<file path="src/hw/embc_pkg.sv">
// shared constants, types and timing counts of the external bus cycle block
package embc_pkg;

    ////////////////////////////////////////////////////////////////////////
    // bus geometry
    localparam int ADDR_W = 16;
    localparam int DATA_W = 16;
    localparam int SPACE_WORDS = 65536;

    ////////////////////////////////////////////////////////////////////////
    // clock and quarter phase timing
    localparam int CLK_NS = 10;
    localparam int REF_CLKOUT_MHZ = 40;
    localparam int QPHASE_NS = 25;
    // quarter phase rounded up to whole system clocks
    localparam int Q_CYC = (QPHASE_NS + CLK_NS - 1) / CLK_NS;
    localparam int MC_CYC = 4 * Q_CYC;

    // address valid to strobe low, least time
    localparam int STROBE_SETUP_NS = QPHASE_NS - 12;
    localparam int STROBE_SETUP_CYC_RAW =
        (STROBE_SETUP_NS + CLK_NS - 1) / CLK_NS;
    localparam int STROBE_SETUP_CYC = (STROBE_SETUP_CYC_RAW < 1) ? 1 :
                                      STROBE_SETUP_CYC_RAW;
    // strobe low to ready stable, longest time
    localparam int READY_STABLE_NS = QPHASE_NS - 20;
    localparam int READY_STABLE_CYC_RAW = READY_STABLE_NS / CLK_NS;
    localparam int READY_STABLE_CYC = (READY_STABLE_CYC_RAW < 1) ? 1 :
                                      READY_STABLE_CYC_RAW;
    // strobe low to read data valid, longest time
    localparam int DATA_VALID_NS = 2 * QPHASE_NS - 23;
    localparam int DATA_VALID_CYC_RAW = DATA_VALID_NS / CLK_NS;
    localparam int DATA_VALID_CYC = (DATA_VALID_CYC_RAW < 1) ? 1 :
                                    DATA_VALID_CYC_RAW;
    // strobe high to write data released, longest time
    localparam int WR_RELEASE_NS = QPHASE_NS + 15;
    localparam int WR_RELEASE_CYC_RAW = WR_RELEASE_NS / CLK_NS;
    localparam int WR_RELEASE_CYC = (WR_RELEASE_CYC_RAW < 1) ? 1 :
                                    WR_RELEASE_CYC_RAW;

    ////////////////////////////////////////////////////////////////////////
    // positions inside one machine cycle, in system clocks
    localparam int STROBE_POS_I = (Q_CYC > STROBE_SETUP_CYC) ? Q_CYC :
                                  STROBE_SETUP_CYC;
    localparam int SAMPLE_POS_I =
        (2 * Q_CYC > STROBE_POS_I + READY_STABLE_CYC) ?
        2 * Q_CYC : STROBE_POS_I + READY_STABLE_CYC;
    localparam logic [3:0] POS_FIRST = 4'h0;
    localparam logic [3:0] POS_LAST = 4'(MC_CYC - 1);
    localparam logic [3:0] POS_STROBE = 4'(STROBE_POS_I);
    localparam logic [3:0] POS_SAMPLE = 4'(SAMPLE_POS_I);
    localparam logic [3:0] POS_CLK1_HIGH = 4'(2 * Q_CYC);

    ////////////////////////////////////////////////////////////////////////
    // select codes, pin reset values and wait count cap, select lines are active low
    localparam logic [2:0] SEL_NONE = 3'h7;
    localparam logic [2:0] SEL_PROG = 3'h6;
    localparam logic [2:0] SEL_DATA = 3'h5;
    localparam logic [2:0] SEL_IO = 3'h3;
    localparam logic [15:0] ADDR_RST = 16'h0000;
    localparam logic [15:0] DATA_RST = 16'h0000;
    localparam logic [3:0] WAITS_MAX = 4'hf;

    ////////////////////////////////////////////////////////////////////////
    // types
    typedef enum logic [1:0] {
        SP_PROG = 2'b00,
        SP_DATA = 2'b01,
        SP_IO = 2'b10
    } embc_space_t;

    typedef enum logic {
        ST_IDLE = 1'b0,
        ST_ACCESS = 1'b1
    } embc_state_t;

    typedef struct packed {
        embc_space_t space;
        logic write;
        logic onchip;
        logic [15:0] addr;
        logic [15:0] wdata;
    } embc_req_t;

    typedef struct packed {
        logic write;
        logic [3:0] waits;
        logic [15:0] rdata;
    } embc_resp_t;

endpackage

</file>
<file path="src/hw/embc_qtimer.sv">
// quarter phase timer: position in machine cycle and first output clock
module embc_qtimer (
    input wire logic sys_clk,
    input wire logic resetn,
    input wire logic ce,
    output logic [3:0] pos,
    output logic first_output_clock
);
    import embc_pkg::*;

    logic [3:0] pos_r;
    logic [3:0] pos_nxt;
    logic clk1_r;
    logic clk1_nxt;

    assign pos_nxt = (pos_r == POS_LAST) ? POS_FIRST : pos_r + 4'h1;
    // low in the first half of the machine cycle, high in the second
    assign clk1_nxt = (pos_nxt >= POS_CLK1_HIGH);

    always_ff @(posedge sys_clk or negedge resetn) begin
        if (!resetn) begin
            pos_r <= POS_LAST;
            clk1_r <= 1'b1;
        end else if (ce) begin
            pos_r <= pos_nxt;
            clk1_r <= clk1_nxt;
        end
    end

    assign pos = pos_r;
    assign first_output_clock = clk1_r;
endmodule // embc_qtimer

</file>
<file path="src/hw/embc_hold.sv">
// hold arbiter: grants the bus only between accesses and outside emulation
module embc_hold (
    input wire logic sys_clk,
    input wire logic resetn,
    input wire logic ce,
    input wire logic hold_req_n,
    input wire logic emu_busy,
    input wire logic bus_free,
    input wire logic at_end,
    output logic grant_now,
    output logic in_hold,
    output logic hold_ack_n
);
    import embc_pkg::*;

    logic ack_n_r;
    logic ack_n_nxt;
    logic release_now;

    // a running emulator command keeps the acknowledge back
    assign grant_now = at_end && bus_free && ack_n_r && !hold_req_n &&
                       !emu_busy;
    assign release_now = at_end && !ack_n_r && hold_req_n;
    assign ack_n_nxt = grant_now ? 1'b0 : (release_now ? 1'b1 : ack_n_r);

    always_ff @(posedge sys_clk or negedge resetn) begin
        if (!resetn) begin
            ack_n_r <= 1'b1;
        end else if (ce) begin
            ack_n_r <= ack_n_nxt;
        end
    end

    assign in_hold = !ack_n_r;
    assign hold_ack_n = ack_n_r;
endmodule // embc_hold

</file>
<file path="src/hw/embc_top.sv">
// external memory bus cycle sequencer for program, data and io spaces
// How it works
// - program or data space, own select each
// - io space marked by its own select
// - sixteen bit address and two-way data bus
// - ready high means one machine cycle access
// - cycle start: address, one select, read high
// - strobe falls after address setup time
// - ready sampled early in second half cycle
// - write cycle same, read/write line low
// - write data driven together with strobe
// - write data released when strobe rises
// - timing counted in quarter output clock phases
// - hold acknowledge waits for emulator command end
// - ready low adds one cycle, signals kept
// - ready high ends access at cycle end
// - on-chip accesses ignore the ready input
module embc_top (
    input wire logic sys_clk,
    input wire logic resetn,
    input wire logic ce,
    input wire logic req_valid,
    input embc_pkg::embc_req_t req,
    output logic req_ready,
    output logic resp_valid,
    output embc_pkg::embc_resp_t resp,
    output logic [15:0] bus_addr,
    output logic program_space_select_n,
    output logic data_space_select_n,
    output logic io_space_select_n,
    output logic rw,
    output logic bus_strobe_n,
    output logic microstate_complete_n,
    output logic first_output_clock,
    input wire logic [15:0] data_in,
    output logic [15:0] data_out,
    output logic data_oe_n,
    input wire logic ready,
    input wire logic hold_req_n,
    input wire logic emu_busy,
    output logic hold_ack_n
);
    import embc_pkg::*;

    ////////////////////////////////////////////////////////////////////////
    // select decode, one line low per space
    function automatic logic [2:0] sel_decode(input embc_space_t sp);
        logic [2:0] s;
        s = SEL_NONE;
        unique case (sp)
            SP_PROG: s = SEL_PROG;
            SP_DATA: s = SEL_DATA;
            SP_IO: s = SEL_IO;
            default: s = SEL_NONE;
        endcase
        return s;
    endfunction

    ////////////////////////////////////////////////////////////////////////
    // declarations
    logic [3:0] pos;
    logic clk1;
    logic grant_now;
    logic in_hold;
    logic ack_n;

    embc_state_t state_r;
    embc_state_t state_nxt;
    embc_req_t cur_r;
    embc_req_t cur_nxt;
    logic ready_seen_r;
    logic ready_seen_nxt;
    logic [3:0] waits_r;
    logic [3:0] waits_nxt;

    logic req_ready_r;
    logic req_ready_nxt;
    logic resp_valid_r;
    logic resp_valid_nxt;
    embc_resp_t resp_r;
    embc_resp_t resp_nxt;
    logic [15:0] addr_r;
    logic [15:0] addr_nxt;
    logic [2:0] sel_n_r;
    logic [2:0] sel_n_nxt;
    logic rw_r;
    logic rw_nxt;
    logic strobe_n_r;
    logic strobe_n_nxt;
    logic ustate_n_r;
    logic ustate_n_nxt;
    logic [15:0] dout_r;
    logic [15:0] dout_nxt;
    logic doe_n_r;
    logic doe_n_nxt;

    logic at_end;
    logic at_strobe;
    logic at_sample;
    logic at_clk1_rise;
    logic bus_free;
    logic take;
    logic cur_ext;
    logic finish;
    logic wait_more;
    logic [2:0] take_sel_n;
    logic start_ext;
    logic strobe_go;

    ////////////////////////////////////////////////////////////////////////
    // helpers
    embc_qtimer u_qtimer (
        .sys_clk(sys_clk),
        .resetn(resetn),
        .ce(ce),
        .pos(pos),
        .first_output_clock(clk1)
    );

    // the bus changes hands only at machine cycle boundaries
    embc_hold u_hold (
        .sys_clk(sys_clk),
        .resetn(resetn),
        .ce(ce),
        .hold_req_n(hold_req_n),
        .emu_busy(emu_busy),
        .bus_free(bus_free),
        .at_end(at_end),
        .grant_now(grant_now),
        .in_hold(in_hold),
        .hold_ack_n(ack_n)
    );

    ////////////////////////////////////////////////////////////////////////
    // positions within the machine cycle
    assign at_end = (pos == POS_LAST);
    assign at_strobe = (pos == POS_STROBE - 4'h1);
    assign at_sample = (pos == POS_SAMPLE);
    assign at_clk1_rise = (pos == POS_CLK1_HIGH - 4'h1);

    ////////////////////////////////////////////////////////////////////////
    // request acceptance and completion
    assign bus_free = (state_r == ST_IDLE);
    // hold wins over a new request at the same boundary
    assign take = at_end && bus_free && !in_hold && !grant_now &&
                  req_valid && req_ready_r;
    assign cur_ext = !cur_r.onchip;
    assign finish = (state_r == ST_ACCESS) && at_end && ready_seen_r;
    assign wait_more = (state_r == ST_ACCESS) && at_end && !ready_seen_r;
    assign take_sel_n = req.onchip ? SEL_NONE : sel_decode(req.space);
    // on-chip accesses leave every pin alone except microstate_complete_n
    assign start_ext = take && !req.onchip;
    assign strobe_go = (state_r == ST_ACCESS) && at_strobe && cur_ext;

    ////////////////////////////////////////////////////////////////////////
    // state
    always_comb begin
        state_nxt = state_r;
        unique case (state_r)
            ST_IDLE: begin
                if (take) begin
                    state_nxt = ST_ACCESS;
                end
            end
            ST_ACCESS: begin
                if (finish) begin
                    state_nxt = ST_IDLE;
                end
            end
        endcase
    end

    assign cur_nxt = take ? req : cur_r;
    assign req_ready_nxt = (state_nxt == ST_IDLE);

    // internal memory never waits on the pin
    assign ready_seen_nxt = take ? 1'b0 :
                            (state_r == ST_ACCESS && at_sample) ?
                            (cur_r.onchip || ready) :
                            ready_seen_r;
    // a low ready keeps the access for another machine cycle
    assign waits_nxt = take ? 4'h0 :
                       (wait_more && waits_r != WAITS_MAX) ?
                       waits_r + 4'h1 : waits_r;

    ////////////////////////////////////////////////////////////////////////
    // bus pins
    // address and data stay put after the access, only control drops
    assign addr_nxt = start_ext ? req.addr : addr_r;
    assign sel_n_nxt = take ? take_sel_n :
                       finish ? SEL_NONE : sel_n_r;
    assign rw_nxt = start_ext ? !req.write :
                    finish ? 1'b1 : rw_r;
    assign strobe_n_nxt = strobe_go ? 1'b0 :
                          finish ? 1'b1 : strobe_n_r;
    // flags the start of every operation while the output clock is low
    assign ustate_n_nxt = take ? 1'b0 : at_clk1_rise ? 1'b1 : ustate_n_r;
    assign dout_nxt = start_ext ? req.wdata : dout_r;
    // releasing on the strobe edge sits well inside the allowed window
    assign doe_n_nxt = (strobe_go && cur_r.write) ? 1'b0 :
                       finish ? 1'b1 : doe_n_r;

    ////////////////////////////////////////////////////////////////////////
    // response
    assign resp_valid_nxt = finish;
    assign resp_nxt.write = finish ? cur_r.write : resp_r.write;
    assign resp_nxt.waits = finish ? waits_r : resp_r.waits;
    // rdata keeps the last external read for the user
    // capture at the last clock leaves the memory its full access time
    assign resp_nxt.rdata = (finish && cur_ext && !cur_r.write) ?
                            data_in : resp_r.rdata;

    ////////////////////////////////////////////////////////////////////////
    // registers
    always_ff @(posedge sys_clk or negedge resetn) begin
        if (!resetn) begin
            state_r <= ST_IDLE;
            cur_r <= '0;
        end else if (ce) begin
            state_r <= state_nxt;
            cur_r <= cur_nxt;
        end
    end

    always_ff @(posedge sys_clk or negedge resetn) begin
        if (!resetn) begin
            ready_seen_r <= 1'b0;
            waits_r <= 4'h0;
        end else if (ce) begin
            ready_seen_r <= ready_seen_nxt;
            waits_r <= waits_nxt;
        end
    end

    always_ff @(posedge sys_clk or negedge resetn) begin
        if (!resetn) begin
            req_ready_r <= 1'b1;
        end else if (ce) begin
            req_ready_r <= req_ready_nxt;
        end
    end

    always_ff @(posedge sys_clk or negedge resetn) begin
        if (!resetn) begin
            resp_valid_r <= 1'b0;
            resp_r <= '0;
        end else if (ce) begin
            resp_valid_r <= resp_valid_nxt;
            resp_r <= resp_nxt;
        end
    end

    always_ff @(posedge sys_clk or negedge resetn) begin
        if (!resetn) begin
            addr_r <= ADDR_RST;
            sel_n_r <= SEL_NONE;
            rw_r <= 1'b1;
        end else if (ce) begin
            addr_r <= addr_nxt;
            sel_n_r <= sel_n_nxt;
            rw_r <= rw_nxt;
        end
    end

    always_ff @(posedge sys_clk or negedge resetn) begin
        if (!resetn) begin
            strobe_n_r <= 1'b1;
            ustate_n_r <= 1'b1;
        end else if (ce) begin
            strobe_n_r <= strobe_n_nxt;
            ustate_n_r <= ustate_n_nxt;
        end
    end

    always_ff @(posedge sys_clk or negedge resetn) begin
        if (!resetn) begin
            dout_r <= DATA_RST;
            doe_n_r <= 1'b1;
        end else if (ce) begin
            dout_r <= dout_nxt;
            doe_n_r <= doe_n_nxt;
        end
    end

    ////////////////////////////////////////////////////////////////////////
    // outputs
    assign req_ready = req_ready_r;
    assign resp_valid = resp_valid_r;
    assign resp = resp_r;
    assign bus_addr = addr_r;
    assign program_space_select_n = sel_n_r[0];
    assign data_space_select_n = sel_n_r[1];
    assign io_space_select_n = sel_n_r[2];
    assign rw = rw_r;
    assign bus_strobe_n = strobe_n_r;
    assign microstate_complete_n = ustate_n_r;
    assign first_output_clock = clk1;
    assign data_out = dout_r;
    assign data_oe_n = doe_n_r;
    assign hold_ack_n = ack_n;
endmodule // embc_top

</file>
<file path="config.mk">
export PLATFORM = sky130hd
export DESIGN_NAME = embc_top
export DESIGN_NICKNAME = d
export VERILOG_FILES = /design/src/hw/embc_pkg.sv /design/src/hw/embc_qtimer.sv /design/src/hw/embc_hold.sv /design/src/hw/embc_top.sv
export SDC_FILE = /design/constraint.sdc
export NUM_CORES = 1
export LEC_CHECK = 0
export BUFFER_PORTS_ARGS = -buffer_cell sky130_fd_sc_hd__buf_2
export CAP_MARGIN = 10
export CORE_ASPECT_RATIO = 0.6
export CORE_MARGIN = 3
export CORE_UTILIZATION = 30
export CTS_BUF_LIST = sky130_fd_sc_hd__clkbuf_4 sky130_fd_sc_hd__clkbuf_8 sky130_fd_sc_hd__clkbuf_16
export DETAILED_ROUTE_END_ITERATION = 8
export MAX_ROUTING_LAYER = met4
export SLEW_MARGIN = 20
export SYNTH_ARGS = -nofsm -noshare
export SYNTH_HDL_FRONTEND = slang
export SYNTH_HIERARCHICAL = 1
export SYNTH_SLANG_ARGS = --single-unit
</file>
<file path="constraint.sdc">
create_clock -name sys_clk -period 2.59 [get_ports sys_clk]
set_input_delay 0.3885 -clock sys_clk [delete_from_list [all_inputs] [get_ports sys_clk]]
set_output_delay 0.3885 -clock sys_clk [all_outputs]
set_load 0.005 [all_outputs]
</file>
# Word level (Yosys, flattened, before mapping)
# Index checks and enable logic that the tools add are counted.
[classes]
add_sub_neg = 2
n_lt_le_gt_ge = 1
n_eq_ne = 7
mux = 20
bitwise_logic = 2
n_reduce_logical = 51
[ops]
columns = ["op", "n"]
rows = [
  ["$reduce_and A2 Y1", 12],
  ["$logic_and A1 B1 Y1", 20],
  ["$reduce_bool A2 Y1", 8],
  ["$mux W1", 12],
  ["$mux W4", 3],
  ["$logic_not A1 Y1", 9],
  ["$mux W3", 3],
  ["$pmux W3 S3", 1],
  ["$add A4 B1 Y4 const B", 2],
  ["$eq A4 B3 Y1 const B", 2],
  ["$eq A4 B2 Y1 const B", 1],
  ["$eq A4 B4 Y1 const B", 1],
  ["$ge A4 B3 Y1 const B", 1],
  ["$ne A4 B4 Y1 const B", 1],
  ["$eq A2 B1 Y1 const B", 1],
  ["$eq A2 B2 Y1 const B", 1],
  ["$logic_not A2 Y1", 1],
  ["$not A1 Y1", 2],
  ["$pmux W1 S2", 1],
  ["$logic_or A1 B1 Y1", 1],
]
[totals]
reg_bits = 76
inputBits = 59
out_inout_bits = 64
wordCells = 103

# Logic depth before layout (Yosys ltp)
# Gate-level depths: netlist of run 1.
[depth]
depth_word = 12
ltp_mapped = 10
ltp_nobuf = 7

# Modules after synthesis
# Netlist of run 1, hierarchy kept.
[by_module_without_submodules]
columns = ["module", "n_inst", "cells_per_inst", "area_per_inst_um2", "seq_area_each_um2"]
rows = [
  ["embc_top", 1, 203, 2867.8, 1761.7],
  ["embc_qtimer", 1, 29, 297.8, 130.1],
  ["embc_hold", 1, 6, 67.6, 26.3],
]

# Least setup slack after synthesis of run 1
# No wires, ideal clock.
[synth_timing]
path_kind = "reg-to-reg"
from = "register u_qtimer.pos_r[2] (netlist: u_qtimer/pos[2])"
to = "register addr_r[10] (netlist: bus_addr[10])"
setup_ns = 0.125
arrival_ns = 2.260
required_ns = 2.465
slack_ns = 0.205
stages_incl_launch_ff = 11
n_path_buf = 3
synth_period_minus_slack_ns = 2.385
path_cell_list = "dfrtp_1 > and4b_1 > buf_6 > nand2_1 > nor4b_2 > nor4bb_1 > and4_1 > nor2b_1 > buf_2 > buf_4 > mux2_2"
[synth_via]
elab_chain_len = 11
[synth_lines]
columns = ["element", "line", "rtl"]
rows = [
  ["start, declared", "embc_qtimer.sv:11", "logic [3:0] pos_r;"],
  ["start signal, assigned", "embc_qtimer.sv:25", "pos_r <= pos_nxt;"],
  ["$eq A4 B4 Y1", "embc_top.sv:136", "assign at_end = (pos == POS_LAST);"],
  ["net at_end", "embc_top.sv:97", "logic at_end;"],
  ["$logic_and A1 B1 Y1 (4 in a row)", "embc_hold.sv:21", "assign grant_now = at_end && bus_free && ack_n_r && !hold_req_n &&"],
  ["net grant_now", "embc_top.sv:63", "logic grant_now;"],
  ["$logic_not A1 Y1", "embc_top.sv:145", "assign take = at_end && bus_free && !in_hold && !grant_now &&"],
  ["$logic_and A1 B1 Y1 (2 in a row)", "embc_top.sv:145", ""],
  ["$logic_and A1 B1 Y1", "embc_top.sv:146", "req_valid && req_ready_r;"],
  ["$logic_and A1 B1 Y1", "embc_top.sv:152", "assign start_ext = take && !req.onchip;"],
  ["$reduce_and A2 Y1 (no line)", "-", ""],
  ["end signal, assigned", "embc_top.sv:259", "addr_r <= addr_nxt;"],
  ["end, declared", "embc_top.sv:82", "logic [15:0] addr_r;"],
]
# The timed path passes the listed nets, and every way through them passes these cells.
# A chain may end at the register's enable or synchronous reset.

# Worst setup path in the final report of run 1
[layout_timing]
from = "register u_qtimer.pos_r[1] (netlist: u_qtimer/pos[1])"
to = "register addr_r[6] (netlist: bus_addr[6])"
[layout_via]
elab_chain_len = 11
[layout_lines]
columns = ["element", "line"]
rows = [
  ["$eq A4 B4 Y1", "embc_top.sv:136"],
  ["$logic_and A1 B1 Y1 (4 in a row)", "embc_hold.sv:21"],
  ["net grant_now", "embc_top.sv:63"],
  ["$logic_not A1 Y1", "embc_top.sv:145"],
  ["$logic_and A1 B1 Y1 (2 in a row)", "embc_top.sv:145"],
  ["$logic_and A1 B1 Y1", "embc_top.sv:146"],
  ["$logic_and A1 B1 Y1", "embc_top.sv:152"],
  ["$reduce_and A2 Y1 (no line)", "-"],
]
# The timed path passes the listed nets, and every way through them passes these cells.

==> run summary, run 1 <==
The H-tree was split into 3 levels. After legalization and detailed placement, the total HPWL measured just over 5000 um. Fill cells in the final layout number 979.

The critical path depth in cells came out at 8. The number of inserted diodes came out at 0. Counting tap cells, the placed design contains a total of around 490 instances.

The worst-case clock skew is 5.091 ps. The final-report setup violation count is 0. In this run the worst hold path is classified as primary input to async pin. The count of nets left with antenna violations once routing finished came out at 0. The initial core utilization came out at 31.82%.

The final RePlAce weighted congestion is about 0.75. Grouping stages by cell kind, the critical path spends the most delay in simple AND/OR/NAND/NOR gates. The final cell area excluding filler cells came out at roughly 4400 um2. The worst setup path is launched from a register. The critical path data required time came out at 2800 ps.

In this run the critical register-to-register path is launched from u_qtimer/pos[1]$_DFFE_PN1P_. The number of cell instances on the worst register-to-register path is 8. After floorplanning, the core was sized to cover 10160 um2. The final-report hold violation count came out at 0. The maximum buffer depth of the clock tree came out at 2. The flow ran to the end, and the final reports show no timing, DRC or antenna violations.

The number of buffers and inverters on the critical path is 1. In this run the vertical extent of the chip is 86.42 um. The worst setup path is captured at a register. The number of standard cells after synthesis is 238. The total of max-cap violations is 0. The clock tree from TritonCTS is done. The fraction of final layout cells sized beyond drive strength 1 is about three fifths. The die outline width came out at 140.0 um.

The slowest cell on the critical path is sky130_fd_sc_hd__dfstp_2. The count of clock tree sinks is 76. The iteration-0 DRC count of the detailed router came out at 76. The finished layout holds 512 standard cells, fillers aside.

For the pin with the worst max-slew slack, the measured transition is ~930 ps. The worst register-to-register path ends at bus_addr[6]$_DFFE_PN0P_. Setup repair after global routing left no endpoint under its margin.

After synthesis, the largest area contributor takes up about half of total cell area. The placed cell area came out at ~4000 um2. The setup path with the least slack is of type register to register. The number of buffers added by the clock tree synthesis step is 9. The library cell used most frequently in the layout, excluding fill and tap cells, is sky130_fd_sc_hd__buf_2.

The clock insertion delay at the later pin of the skew report is 330 ps. The internal reg-to-reg setup slack is 330 ps. The average via count per standard cell is ~4.6. The initial antenna violation count was 0. The number of standard-cell rows in the floorplan is 28. The via count of the first global-routing pass is 2435.

The endpoint arrival time on the critical path is about 2500 ps. By area the synthesized netlist is led by sky130_fd_sc_hd__dfrtp_1, sky130_fd_sc_hd__mux2_2, sky130_fd_sc_hd__dfstp_2, sky130_fd_sc_hd__mux2_4, sky130_fd_sc_hd__nand2_1. The Yosys warning count came out at 6. The proportion of power drawn by combinational gates is between 20% and 30%. For this run, the slowest stage of the critical path takes about 360 ps. Per report_power, the sequential group accounts for ~43% of the total. Dividing total power by cell area gives a power density of around 930 nW/um2.

The count of unresolved DRC violations after routing is 0. Summed over all nets, the switching power comes to between 0.001 and 0.0015 W. The count of vias placed by the detailed router came out at ~2400. In this run, the clock network consumes approximately a third of the power. The total of buffers placed on input and output ports came out at roughly 120. The clock slew at the register clock pins of the worst setup and hold paths is ~60 ps. The headroom to the max-slew limit came out at between 30% and 40%.

Compared with the post-synthesis result, the final layout area differs by 35.06%. The tree is rooted in a sky130_fd_sc_hd__clkbuf_16. In the final layout, the multi-input gates occupy ~1200 um2. For this design the static power due to leakage is between 2 and 2.5 nW.

The wire length of the first global-routing pass came out at about 12000 um. The total standard cell area after synthesis is about 3200 um2. The number of ports placed on the die boundary is 123. IR analysis of the VDD net gives a maximum drop of 0.0003918 V. The number of iterations in the first detailed-routing pass is 4. Global routing used 13.26% of the available tracks across all layers. In this run switching power makes up roughly 28% of total power. The post-synthesis area per instance is between 10 and 15 um2. Based on the critical path, the design can be clocked at up to about 0.44 GHz.

Of all nets on the critical path, the largest fanout is 17. Walking the worst path, the cells encountered are and4b_1 > nand2_1 > nor4b_2 > nor4bb_1 > and4_1 > nor2b_4 > buf_12 > mux2_2. The internal power of the cells totals just under 0.003 W. The number of nets produced by synthesis is 300. The sequential cell area in the final layout is between 1500 and 2000 um2. The max-slew violation count came out at 0. The die covers about 12000 um2. Entering global routing, the biggest net connects between 70 and 80 pins.

The number of flip-flops and latches in the synthesized netlist came out at between 70 and 80. The routed wire length is roughly 7500 um. Of all cell types, the one taking the most synthesized area is sky130_fd_sc_hd__dfrtp_1. Of the available clock period, the critical path in the final layout requires ~87%. Summed over all layers, the global routing overflow is 0. Leaving out fill and tap cells, the most frequent cells in the layout are sky130_fd_sc_hd__buf_2, sky130_fd_sc_hd__dfrtp_1, sky130_fd_sc_hd__mux2_2. The wire length per cell is 14.62 um. The netlist uses slightly above 40 different library cells. The layout net count came out at approximately 430. The sequential fraction of the synthesis area is approximately 59%.

The routed design could run at a clock period as short as between 2000 and 2500 ps.
## worst register-to-register path, stage by stage, from the launching register on
cell and delay (ps):
sky130_fd_sc_hd__dfstp_2 360, sky130_fd_sc_hd__and4b_1 220, sky130_fd_sc_hd__nand2_1 90, sky130_fd_sc_hd__nor4b_2 50, sky130_fd_sc_hd__nor4bb_1 330, sky130_fd_sc_hd__and4_1 360, sky130_fd_sc_hd__nor2b_4 200, sky130_fd_sc_hd__buf_12 170
sky130_fd_sc_hd__mux2_2 350
## power by group through the flow
stage	Clock (W)	Sequential [W]	Combinational (W)
after floorplan	0	0.00181	0.000491
after global placement	0	0.00177	0.00101
after detailed placement	0	0.00177	0.00104
after CTS	0.00133	0.00176	0.00105
after global routing	0.00138	0.00180	0.00115
final	0.00128	0.00176	0.00103
## cells in the mapped netlist
master / number
sky130_fd_sc_hd__nor2b_1: 2
sky130_fd_sc_hd__a31oi_1: 3
sky130_fd_sc_hd__a21oi_1: 5
sky130_fd_sc_hd__a32o_1: 1
sky130_fd_sc_hd__o211ai_1: 2
sky130_fd_sc_hd__nor2_1: 14
sky130_fd_sc_hd__o21ai_0: 4
sky130_fd_sc_hd__nand3_1: 3
sky130_fd_sc_hd__and4_1: 3
sky130_fd_sc_hd__nor4b_2: 1
sky130_fd_sc_hd__o21a_1: 1
sky130_fd_sc_hd__or3_1: 1
sky130_fd_sc_hd__and2_2: 1
sky130_fd_sc_hd__buf_4: 3
sky130_fd_sc_hd__nand2b_1: 3
sky130_fd_sc_hd__nor3_1: 5
sky130_fd_sc_hd__a21boi_0: 1
sky130_fd_sc_hd__mux2_2: 42
sky130_fd_sc_hd__mux2_4: 10
sky130_fd_sc_hd__buf_6: 2
sky130_fd_sc_hd__nand2_1: 21
sky130_fd_sc_hd__clkbuf_2: 2
sky130_fd_sc_hd__dfrtp_1: 63
sky130_fd_sc_hd__xnor2_1: 1
sky130_fd_sc_hd__nor4bb_1: 3
sky130_fd_sc_hd__buf_12: 1
sky130_fd_sc_hd__dfstp_2: 13
sky130_fd_sc_hd__and3_1: 1
sky130_fd_sc_hd__o22a_1: 1
sky130_fd_sc_hd__a22o_1: 2
sky130_fd_sc_hd__o2111ai_2: 1
sky130_fd_sc_hd__clkbuf_1: 2
sky130_fd_sc_hd__nand4_1: 1
sky130_fd_sc_hd__ha_1: 3
sky130_fd_sc_hd__mux2i_1: 1
sky130_fd_sc_hd__or3b_1: 2
sky130_fd_sc_hd__inv_1: 6
sky130_fd_sc_hd__buf_2: 2
sky130_fd_sc_hd__nand4b_1: 3
sky130_fd_sc_hd__and4b_1: 1
sky130_fd_sc_hd__nand4_4: 1
## area by class of cell
class                      instances  area share, %
tap                              135          3.868
multi-input combinational        145          27.97
timing repair buffer             134          16.68
inverter                           6         0.5158
clock inverter                     4          1.089
clock buffer                      12          5.960
sequential                        76          43.93
## logic make-up (layout without fill, tap and decap cells)
group	after synthesis	in the layout	share of synthesized area (%)
fa+ha+maj	3	3	1.161
flops	76	76	59.33
buf+inv	18	156	3.560
simple gates	66	67	11.61
mux	53	53	19.58
compound gates	21	21	4.489
xor+xnor	1	1	0.2709
## state kept, by name, indices dropped and copies added (netlist names)
signal and count:
waits_r 4, state_r 1, ready_seen_r 1, rw 1, u_qtimer/first_output_clock 1, req_ready 1
u_qtimer/pos 4, cur_r 2, resp_valid 1, bus_strobe_n 1, resp 21, data_oe_n 1
u_hold/hold_ack_n 1, microstate_complete_n 1, sel_n_r 3, bus_addr 16, data_out 16
## metrics by stage
stage	hold WS, ps	power (W)	setup slack, ps	util, %	setup TNS (ps)
after floorplan	92.91	0.002298	204.7	-	0
after global placement	453.8	0.002782	-46.21	39.42	-1390
after detailed placement	457.4	0.002813	-127.5	39.42	-3740
after CTS	206.2	0.004138	51.12	42.59	0
after global routing	212.8	0.004327	232.9	42.98	0
final	190.2	0.004070	331.4	42.98	0
## per-layer routing
metal  global-route usage, %  share of wire, %  up-vias
li1                        -                 -     1110
met1                   17.44                47     1152
met2                   18.40                44       95
met3                   5.568               8.3        7
met4                   4.573               1.1        0
met5                       -                 0        -
## repair_timing
action / in CTS / in global routing
endpoints found under the setup margin: 32 / 32
gates cloned: 1 / 0
resized for setup: 1 / 0
setup buffers: 0 / 2
hold buffers: 0 / 0
## how the worst max path moves through the flow
| stage | from | to |
|---|---|---|
| 6_report | u_qtimer/pos[1]$_DFFE_PN1P_ | bus_addr[6]$_DFFE_PN0P_ |
| 5_1_grt | u_qtimer/pos[1]$_DFFE_PN1P_ | data_out[1]$_DFFE_PN0P_ |
| 4_1_cts | u_qtimer/pos[1]$_DFFE_PN1P_ | data_out[15]$_DFFE_PN0P_ |
| 3_5_place_dp | u_qtimer/pos[1]$_DFFE_PN1P_ | bus_addr[6]$_DFFE_PN0P_ |
| 3_3_place_gp | u_qtimer/pos[1]$_DFFE_PN1P_ | bus_addr[6]$_DFFE_PN0P_ |
| 2_1_floorplan | u_qtimer/pos[2]$_DFFE_PN0P_ | bus_addr[10]$_DFFE_PN0P_ |
(Power assumes the default switching activity.)
==> run 2, diff against run 1 <==
CORE_ASPECT_RATIO = default   (was 0.6)
==> run summary, run 2 (synthesis gave the netlist of run 1 again) <==
The run finished with clean final reports. The average via count per standard cell came to 4.451 (-3.6%). The number of ports placed on the die boundary is 123 (unchanged). The detailed placer's ending HPWL was 4990 um (-2.5%). The static leakage came out at 2.279 nW (-2.9%). The largest fanout on the critical path came out at 26 (+9).

The placeable core region came out at 10420 um2 (+2.5%). The number of standard-cell rows in the floorplan is 37 (+32%). The worst-case clock skew came out at 6.465 ps (+1.373 ps). The max-slew violation count is 0 (unchanged). The number of post-CTS setup repair buffers is 0 (unchanged). The initial core utilization is 31.04% (-0.78 points). The kind of capture point of the worst setup path is a register. The layout net count is 428 (-1.4%). The number of buffers added by the clock tree synthesis step came to 9 (unchanged).

The top cell types in the final layout, fill and taps aside, are sky130_fd_sc_hd__buf_2, sky130_fd_sc_hd__dfrtp_1, sky130_fd_sc_hd__mux2_2. The number of iterations in the first detailed-routing pass came out at 3 (-1). The wire length of the first global-routing pass is 10540 um (-13%). The shortest clock period the worst path allows after layout was 2206 ps (-52.11 ps). The total of hold buffers inserted after clock tree synthesis is 0 (unchanged). TritonCTS built the clock tree. The count of clock tree sinks came out at 76 (unchanged). The die outline width is 109.8 um (-22%).

The type of the most critical hold path is primary input to async pin. The remaining antenna violation count came out at 0 (unchanged). The total of max-cap violations is 0 (unchanged). The utilization after layout is 40.52% (-2.5 points). The highest achievable clock rate came out at 0.4532 GHz (+2.4%).

The critical path data required time is 2810 ps (about the same). The number of fill cells is 1029 (+5.1%). The floorplan die area is 12060 um2 (-0.34%). The final-report setup violation count came out at 0 (unchanged).

The count of unresolved DRC violations after routing is 0 (unchanged). The flip-flop count of the largest register after layout came out at 21 (unchanged). The final-report hold violation count is 0 (unchanged). The endpoint arrival time on the critical path is 2420 ps (-50 ps). The timing startpoint of the critical path is u_qtimer/pos[1]$_DFFE_PN1P_. The fraction of final layout cells sized beyond drive strength 1 is 57.84% (-0.78 points). The number of standard cells in the final layout excluding fillers came to 506 (-1.2%). The total negative setup slack is 0 ps (unchanged).

The headroom to the max-slew limit was 37.71% (about the same). The total of buffers placed on input and output ports came out at 122 (unchanged). The number of inserted diodes came to 0 (unchanged). The critical path startpoint category is a register. The maximum number of pins on one net before global-route repair came out at 77 (unchanged). The quantity of gates resized following cts is 0 (-1). The clock slew at the register clock pins of the worst setup and hold paths came out at 80 ps (+20 ps). The ratio of final minimum period to clock period was 85.19% (-2.0 points). The y dimension of the die came out at 109.8 um (+27%). The worst setup path is of the register to register kind.

The depth of the CTS H-tree is 3 (unchanged). The wire length per cell is 13.83 um (-5.4%). The clock insertion delay at the later pin of the skew report is 330 ps (about the same). The total congestion overflow after global routing is 0 (unchanged). Setup repair after global routing left no endpoint under its margin.

The tightest hold margin came out at 195.6 ps (+5.414 ps). The aggregate global-route resource usage came out at 11.81% (-1.4 points). The area growth from synthesis to final layout is 30.53%. The least setup slack across all paths after layout is 383.5 ps (+52.11 ps). The iteration-0 DRC count of the detailed router came out at 82 (+7.9%).

The power density relative to cell area came out at 884.8 nW/um2 (-5.1%). The via count of the first global-routing pass came out at 2195 (-9.9%). The count of vias placed by the detailed router was 2252 (-4.7%).

The launching point of the worst reg2reg path is u_qtimer/pos[1]$_DFFE_PN1P_. Leaving out fill and tap cells, the most frequent cell in the layout is sky130_fd_sc_hd__buf_2. The initial antenna violation count came out at 0 (unchanged). The setup slack after placement came out at 386.1 ps (+513.6 ps). The peak supply drop is 0.0004357 V (+11%). The cell sitting at the root of the clock tree is a sky130_fd_sc_hd__clkbuf_8. The placed cell count is 491 (-0.41%).

The final RePlAce weighted congestion was 0.7096 (-4.8%). The transition time of the tightest slew-check pin came to 934.4 ps (-0.2327 ps). The maximum buffer depth of the clock tree came to 2 (unchanged). The routed wire length is 7000 um (-6.5%).
-- run 2: worst paths after layout --
check / endpoint / slack, ps / depth (start not counted)
min in group sys_clk: rw$_DFFE_PN1P_ / 220 / 2
hold reg to reg: data_oe_n$_DFFE_PN1P_ / 470 / 1
hold / removal: data_out[7]$_DFFE_PN0P_ / 200 / 1
setup / recovery: data_out[5]$_DFFE_PN0P_ / 380 / 8
setup reg to reg: data_out[5]$_DFFE_PN0P_ / 380 / 8
max in group asynchronous: ready_seen_r$_DFFE_PN0P_ / 1800 / 1
-- run 2: layer usage --
| metal | wire (um) | up-vias | GRT usage (%) |
|---|---|---|---|
| li1 | - | 1090 | - |
| met1 | 3025 | 1086 | 14.43 |
| met2 | 3396 | 74 | 18.41 |
| met3 | 548 | 2 | 3.699 |
| met4 | 29 | 0 | 4.274 |
| met5 | 0 | - | - |
-- run 2: final cells by class --
class,count,area (um2),share of cell area (%)
clock buffers,11,151.4,3.587
clock inverters,4,72.57,1.720
inverters,6,22.52,0.5336
multi-input cells,144,1207,28.61
flip-flops and latches,76,1918,45.45
well taps,136,170.2,4.032
repair buffers,129,678.2,16.07
-- run 2: metrics by stage --
step / instance area, um2 / power, W
after floorplan: 3233 / 0.002298
after global placement: 3996 / 0.002737
after detailed placement: 3996 / 0.002765
after CTS: 4220 / 0.003808
after global routing: 4220 / 0.004009
final: 4220 / 0.003734
-- run 2: report_power, final --
group	total [W]	switching, W	internal (W)	leakage (nW)
registers	0.00179	0.000222	0.00156	1.00
clock network	0.00101	0.000422	0.000589	0.111
logic	0.000937	0.000401	0.000536	1.17
total	0.00373	0.00104	0.00269	2.28
-- run 2: critical path, cell delays in order (launching register included) --
cell	delay [ps]
sky130_fd_sc_hd__dfstp_2	400
sky130_fd_sc_hd__and4b_1	220
sky130_fd_sc_hd__nand2_1	80
sky130_fd_sc_hd__nor4b_2	50
sky130_fd_sc_hd__nor4bb_1	340
sky130_fd_sc_hd__and4_1	260
sky130_fd_sc_hd__nor2b_4	180
sky130_fd_sc_hd__buf_12	200
sky130_fd_sc_hd__mux2_2	350
==> run 3, diff against run 2 <==
CORE_MARGIN = default   (was 3)
==> run summary, run 3 (synthesis gave the netlist of run 1 again) <==
The flow ran to the end, and the final reports show no timing, DRC or antenna violations. The portion of total power attributed to the clock network came out at 23.6% (-3.5 points). The clock insertion delay at the later pin of the skew report is 340 ps (about the same). The number of buffers and inverters on the critical path was 1 (unchanged). The final-report hold violation count came out at 0 (unchanged). The signal on the critical path passes through and4b_1 > nand2_1 > nor4b_2 > nor4bb_1 > and4_1 > nor2b_4 > buf_12 > mux2_2. The internal portion of total power came out at 0.002459 W (-8.6%). The die outline width is 105.8 um (-3.6%). The quantity of gates resized following cts came out at 0 (unchanged). The total of max-cap violations came out at 0 (unchanged). The setup slack after placement was 308.8 ps (-77.34 ps).

The initial antenna violation count was 0 (unchanged). The placed cell count is 491 (unchanged). The switching power summed over all nets is 0.001098 W (+5.1%). The fraction of final layout cells sized beyond drive strength 1 is 57.95% (+0.11 points). The family of cells with the greatest summed delay on the critical path is simple AND/OR/NAND/NOR gates. The ratio of final minimum period to clock period came out at 88.57% (+3.4 points). The worst setup path is launched from a register. The static leakage is 2.251 nW (-1.2%).

The flip-flop count of the largest register after layout is 21 (unchanged). Clock tree synthesis selected as its root buffer the cell sky130_fd_sc_hd__clkbuf_8. The initial core utilization is 31.18% (+0.14 points). The via count of the first global-routing pass came out at 2274 (+3.6%). The startpoint-to-endpoint class of the critical path is register to register. The remaining antenna violation count is 0 (unchanged). The headroom to the max-slew limit is 34.12% (-3.6 points). STA classifies the critical path endpoint as a register.

The iteration-0 DRC count of the detailed router came to 115 (+40%). The largest fanout on the critical path is 25 (-3.8%). The total of hold buffers inserted after clock tree synthesis is 0 (unchanged).

TritonCTS built the clock tree. In this run the worst hold path is classified as primary input to async pin. The critical path data required time is 2820 ps (about the same). The count of unresolved DRC violations after routing is 0 (unchanged). The number of buffers added by the clock tree synthesis step came to 9 (unchanged). The routed wire length is 6908 um (-1.3%).

The number of inserted diodes is 0 (unchanged). The number of post-CTS setup repair buffers was 0 (unchanged). The endpoint arrival time on the critical path came out at 2520 ps (+100 ps). The number of standard-cell rows in the floorplan came out at 37 (unchanged).

The number of ports placed on the die boundary came to 123 (unchanged). The proportion of power drawn by combinational gates is 26.3% (+1.2 points). The utilization after layout came out at 40.29% (-0.23 points). The max-slew violation count is 0 (unchanged). The floorplan die area is 11200 um2 (-7.2%). The delay of the slowest cell on the worst path came out at 620 ps (+220 ps). The count of clock tree sinks is 76 (unchanged). The transition time of the tightest slew-check pin is 988.3 ps (+53.89 ps). The library cells used most frequently in the layout, excluding fill and tap cells, are sky130_fd_sc_hd__buf_2, sky130_fd_sc_hd__dfrtp_1, sky130_fd_sc_hd__mux2_2.

The wire length per cell was 13.63 um (-1.5%). The aggregate global-route resource usage is 13.41% (+1.6 points). The total negative setup slack came out at 0 ps (unchanged). The wire length of the first global-routing pass is 11420 um (+8.4%). The least setup slack across all paths after layout is 296.0 ps (-87.54 ps). The relative contribution of sequential cells to total power is 50.2% (+2.4 points).

The slowest cell on the critical path is sky130_fd_sc_hd__dfstp_2. The y dimension of the die is 105.8 um (-3.6%). The worst-case clock skew came out at 4.286 ps (-2.179 ps).

The average via count per standard cell came out at 4.552 (+2.3%). The peak supply drop was 0.0004207 V (-3.5%). The number of fill cells came to 1032 (+0.29%). The layout net count is 428 (unchanged). The number of iterations in the first detailed-routing pass came out at 4 (+1). The clock slew at the register clock pins of the worst setup and hold paths came out at 80 ps (about the same).

The depth of the CTS H-tree is 3 (unchanged). The maximum buffer depth of the clock tree is 2 (unchanged). The shortest clock period the worst path allows after layout came to 2294 ps (+87.54 ps). The final-report setup violation count is 0 (unchanged). The total congestion overflow after global routing is 0 (unchanged).

The maximum number of pins on one net before global-route repair was 77 (unchanged). The area growth from synthesis to final layout came out at 29.22%. The count of vias placed by the detailed router came to 2308 (+2.5%). The fraction of power spent switching nets is 30.88% (+2.9 points). The number of standard cells in the final layout excluding fillers came to 507 (+0.20%).

Setup repair after global routing left no endpoint under its margin. The library cell used most frequently in the layout, excluding fill and tap cells, is sky130_fd_sc_hd__buf_2. The placeable core region is 10370 um2 (-0.44%). The power density relative to cell area came out at 851.5 nW/um2 (-3.8%). The detailed placer's ending HPWL is 4829 um (-3.2%). The final RePlAce weighted congestion came out at 0.7103 (about the same). The total of buffers placed on input and output ports came to 122 (unchanged).

The highest achievable clock rate is 0.4359 GHz (-3.8%).
run 3: cell types whose count changed in the layout (fill, tap and decap cells not counted):
cell / before / now
sky130_fd_sc_hd__clkinv_2: 1 / 0
sky130_fd_sc_hd__clkinvlp_4: 1 / 3
sky130_fd_sc_hd__bufinv_16: 2 / 0
sky130_fd_sc_hd__clkbuf_8: 11 / 9
sky130_fd_sc_hd__inv_6: 0 / 4
run 3: layout make-up:
type                       instances  area (um2)  area share, %
sequential                        76        1918          45.91
multi-input combinational        144        1207          28.90
timing repair buffer             129       678.2          16.23
tap                              136       170.2          4.073
clock buffer                       9       123.9          2.965
clock inverter                     7       57.56          1.378
inverter                           6       22.52         0.5391
run 3: metrics by stage:
stage / area [um2] / power [W] / hold slack, ps
4_1_cts: 4178 / 0.003623 / 174.1
3_5_place_dp: 3996 / 0.002756 / 465.0
5_1_grt: 4178 / 0.003828 / 174.3
3_3_place_gp: 3996 / 0.002729 / 461.2
6_report: 4178 / 0.003557 / 170.8
2_1_floorplan: 3233 / 0.002298 / 92.91
run 3: worst paths after layout:
check                                            start                      end  slack [ps]  depth (start not counted)
setup / recovery           u_qtimer/pos[3]$_DFFE_PN1P_  data_out[5]$_DFFE_PN0P_         300                          8
hold / removal                                  resetn   resp_valid$_DFFE_PN0P_         170                          1
setup reg to reg           u_qtimer/pos[3]$_DFFE_PN1P_  data_out[5]$_DFFE_PN0P_         300                          8
hold reg to reg                  cur_r[33]$_DFFE_PN0P_    data_oe_n$_DFFE_PN1P_         480                          1
max in group asynchronous                       resetn     resp[17]$_DFFE_PN0P_        1750                          1
min in group sys_clk                           req[33]           rw$_DFFE_PN1P_         200                          2
run 3: power by group through the flow:
stage          sequential, W  combinational (W)  clock [W]
2_1_floorplan        0.00181           0.000491          0
3_3_place_gp         0.00179           0.000935          0
3_5_place_dp         0.00181           0.000948          0
4_1_cts              0.00179           0.000951   0.000884
5_1_grt              0.00184            0.00105   0.000940
6_report             0.00178           0.000935   0.000838
run 3: metal layers:
metal,track usage (%),vias up,share of wire (%),routed length (um)
li1,-,1092,-,-
met1,17.49,1125,47,3223
met2,19.75,87,46,3190
met3,4.020,4,6.7,461
met4,4.762,0,0.48,33
met5,-,-,0,0
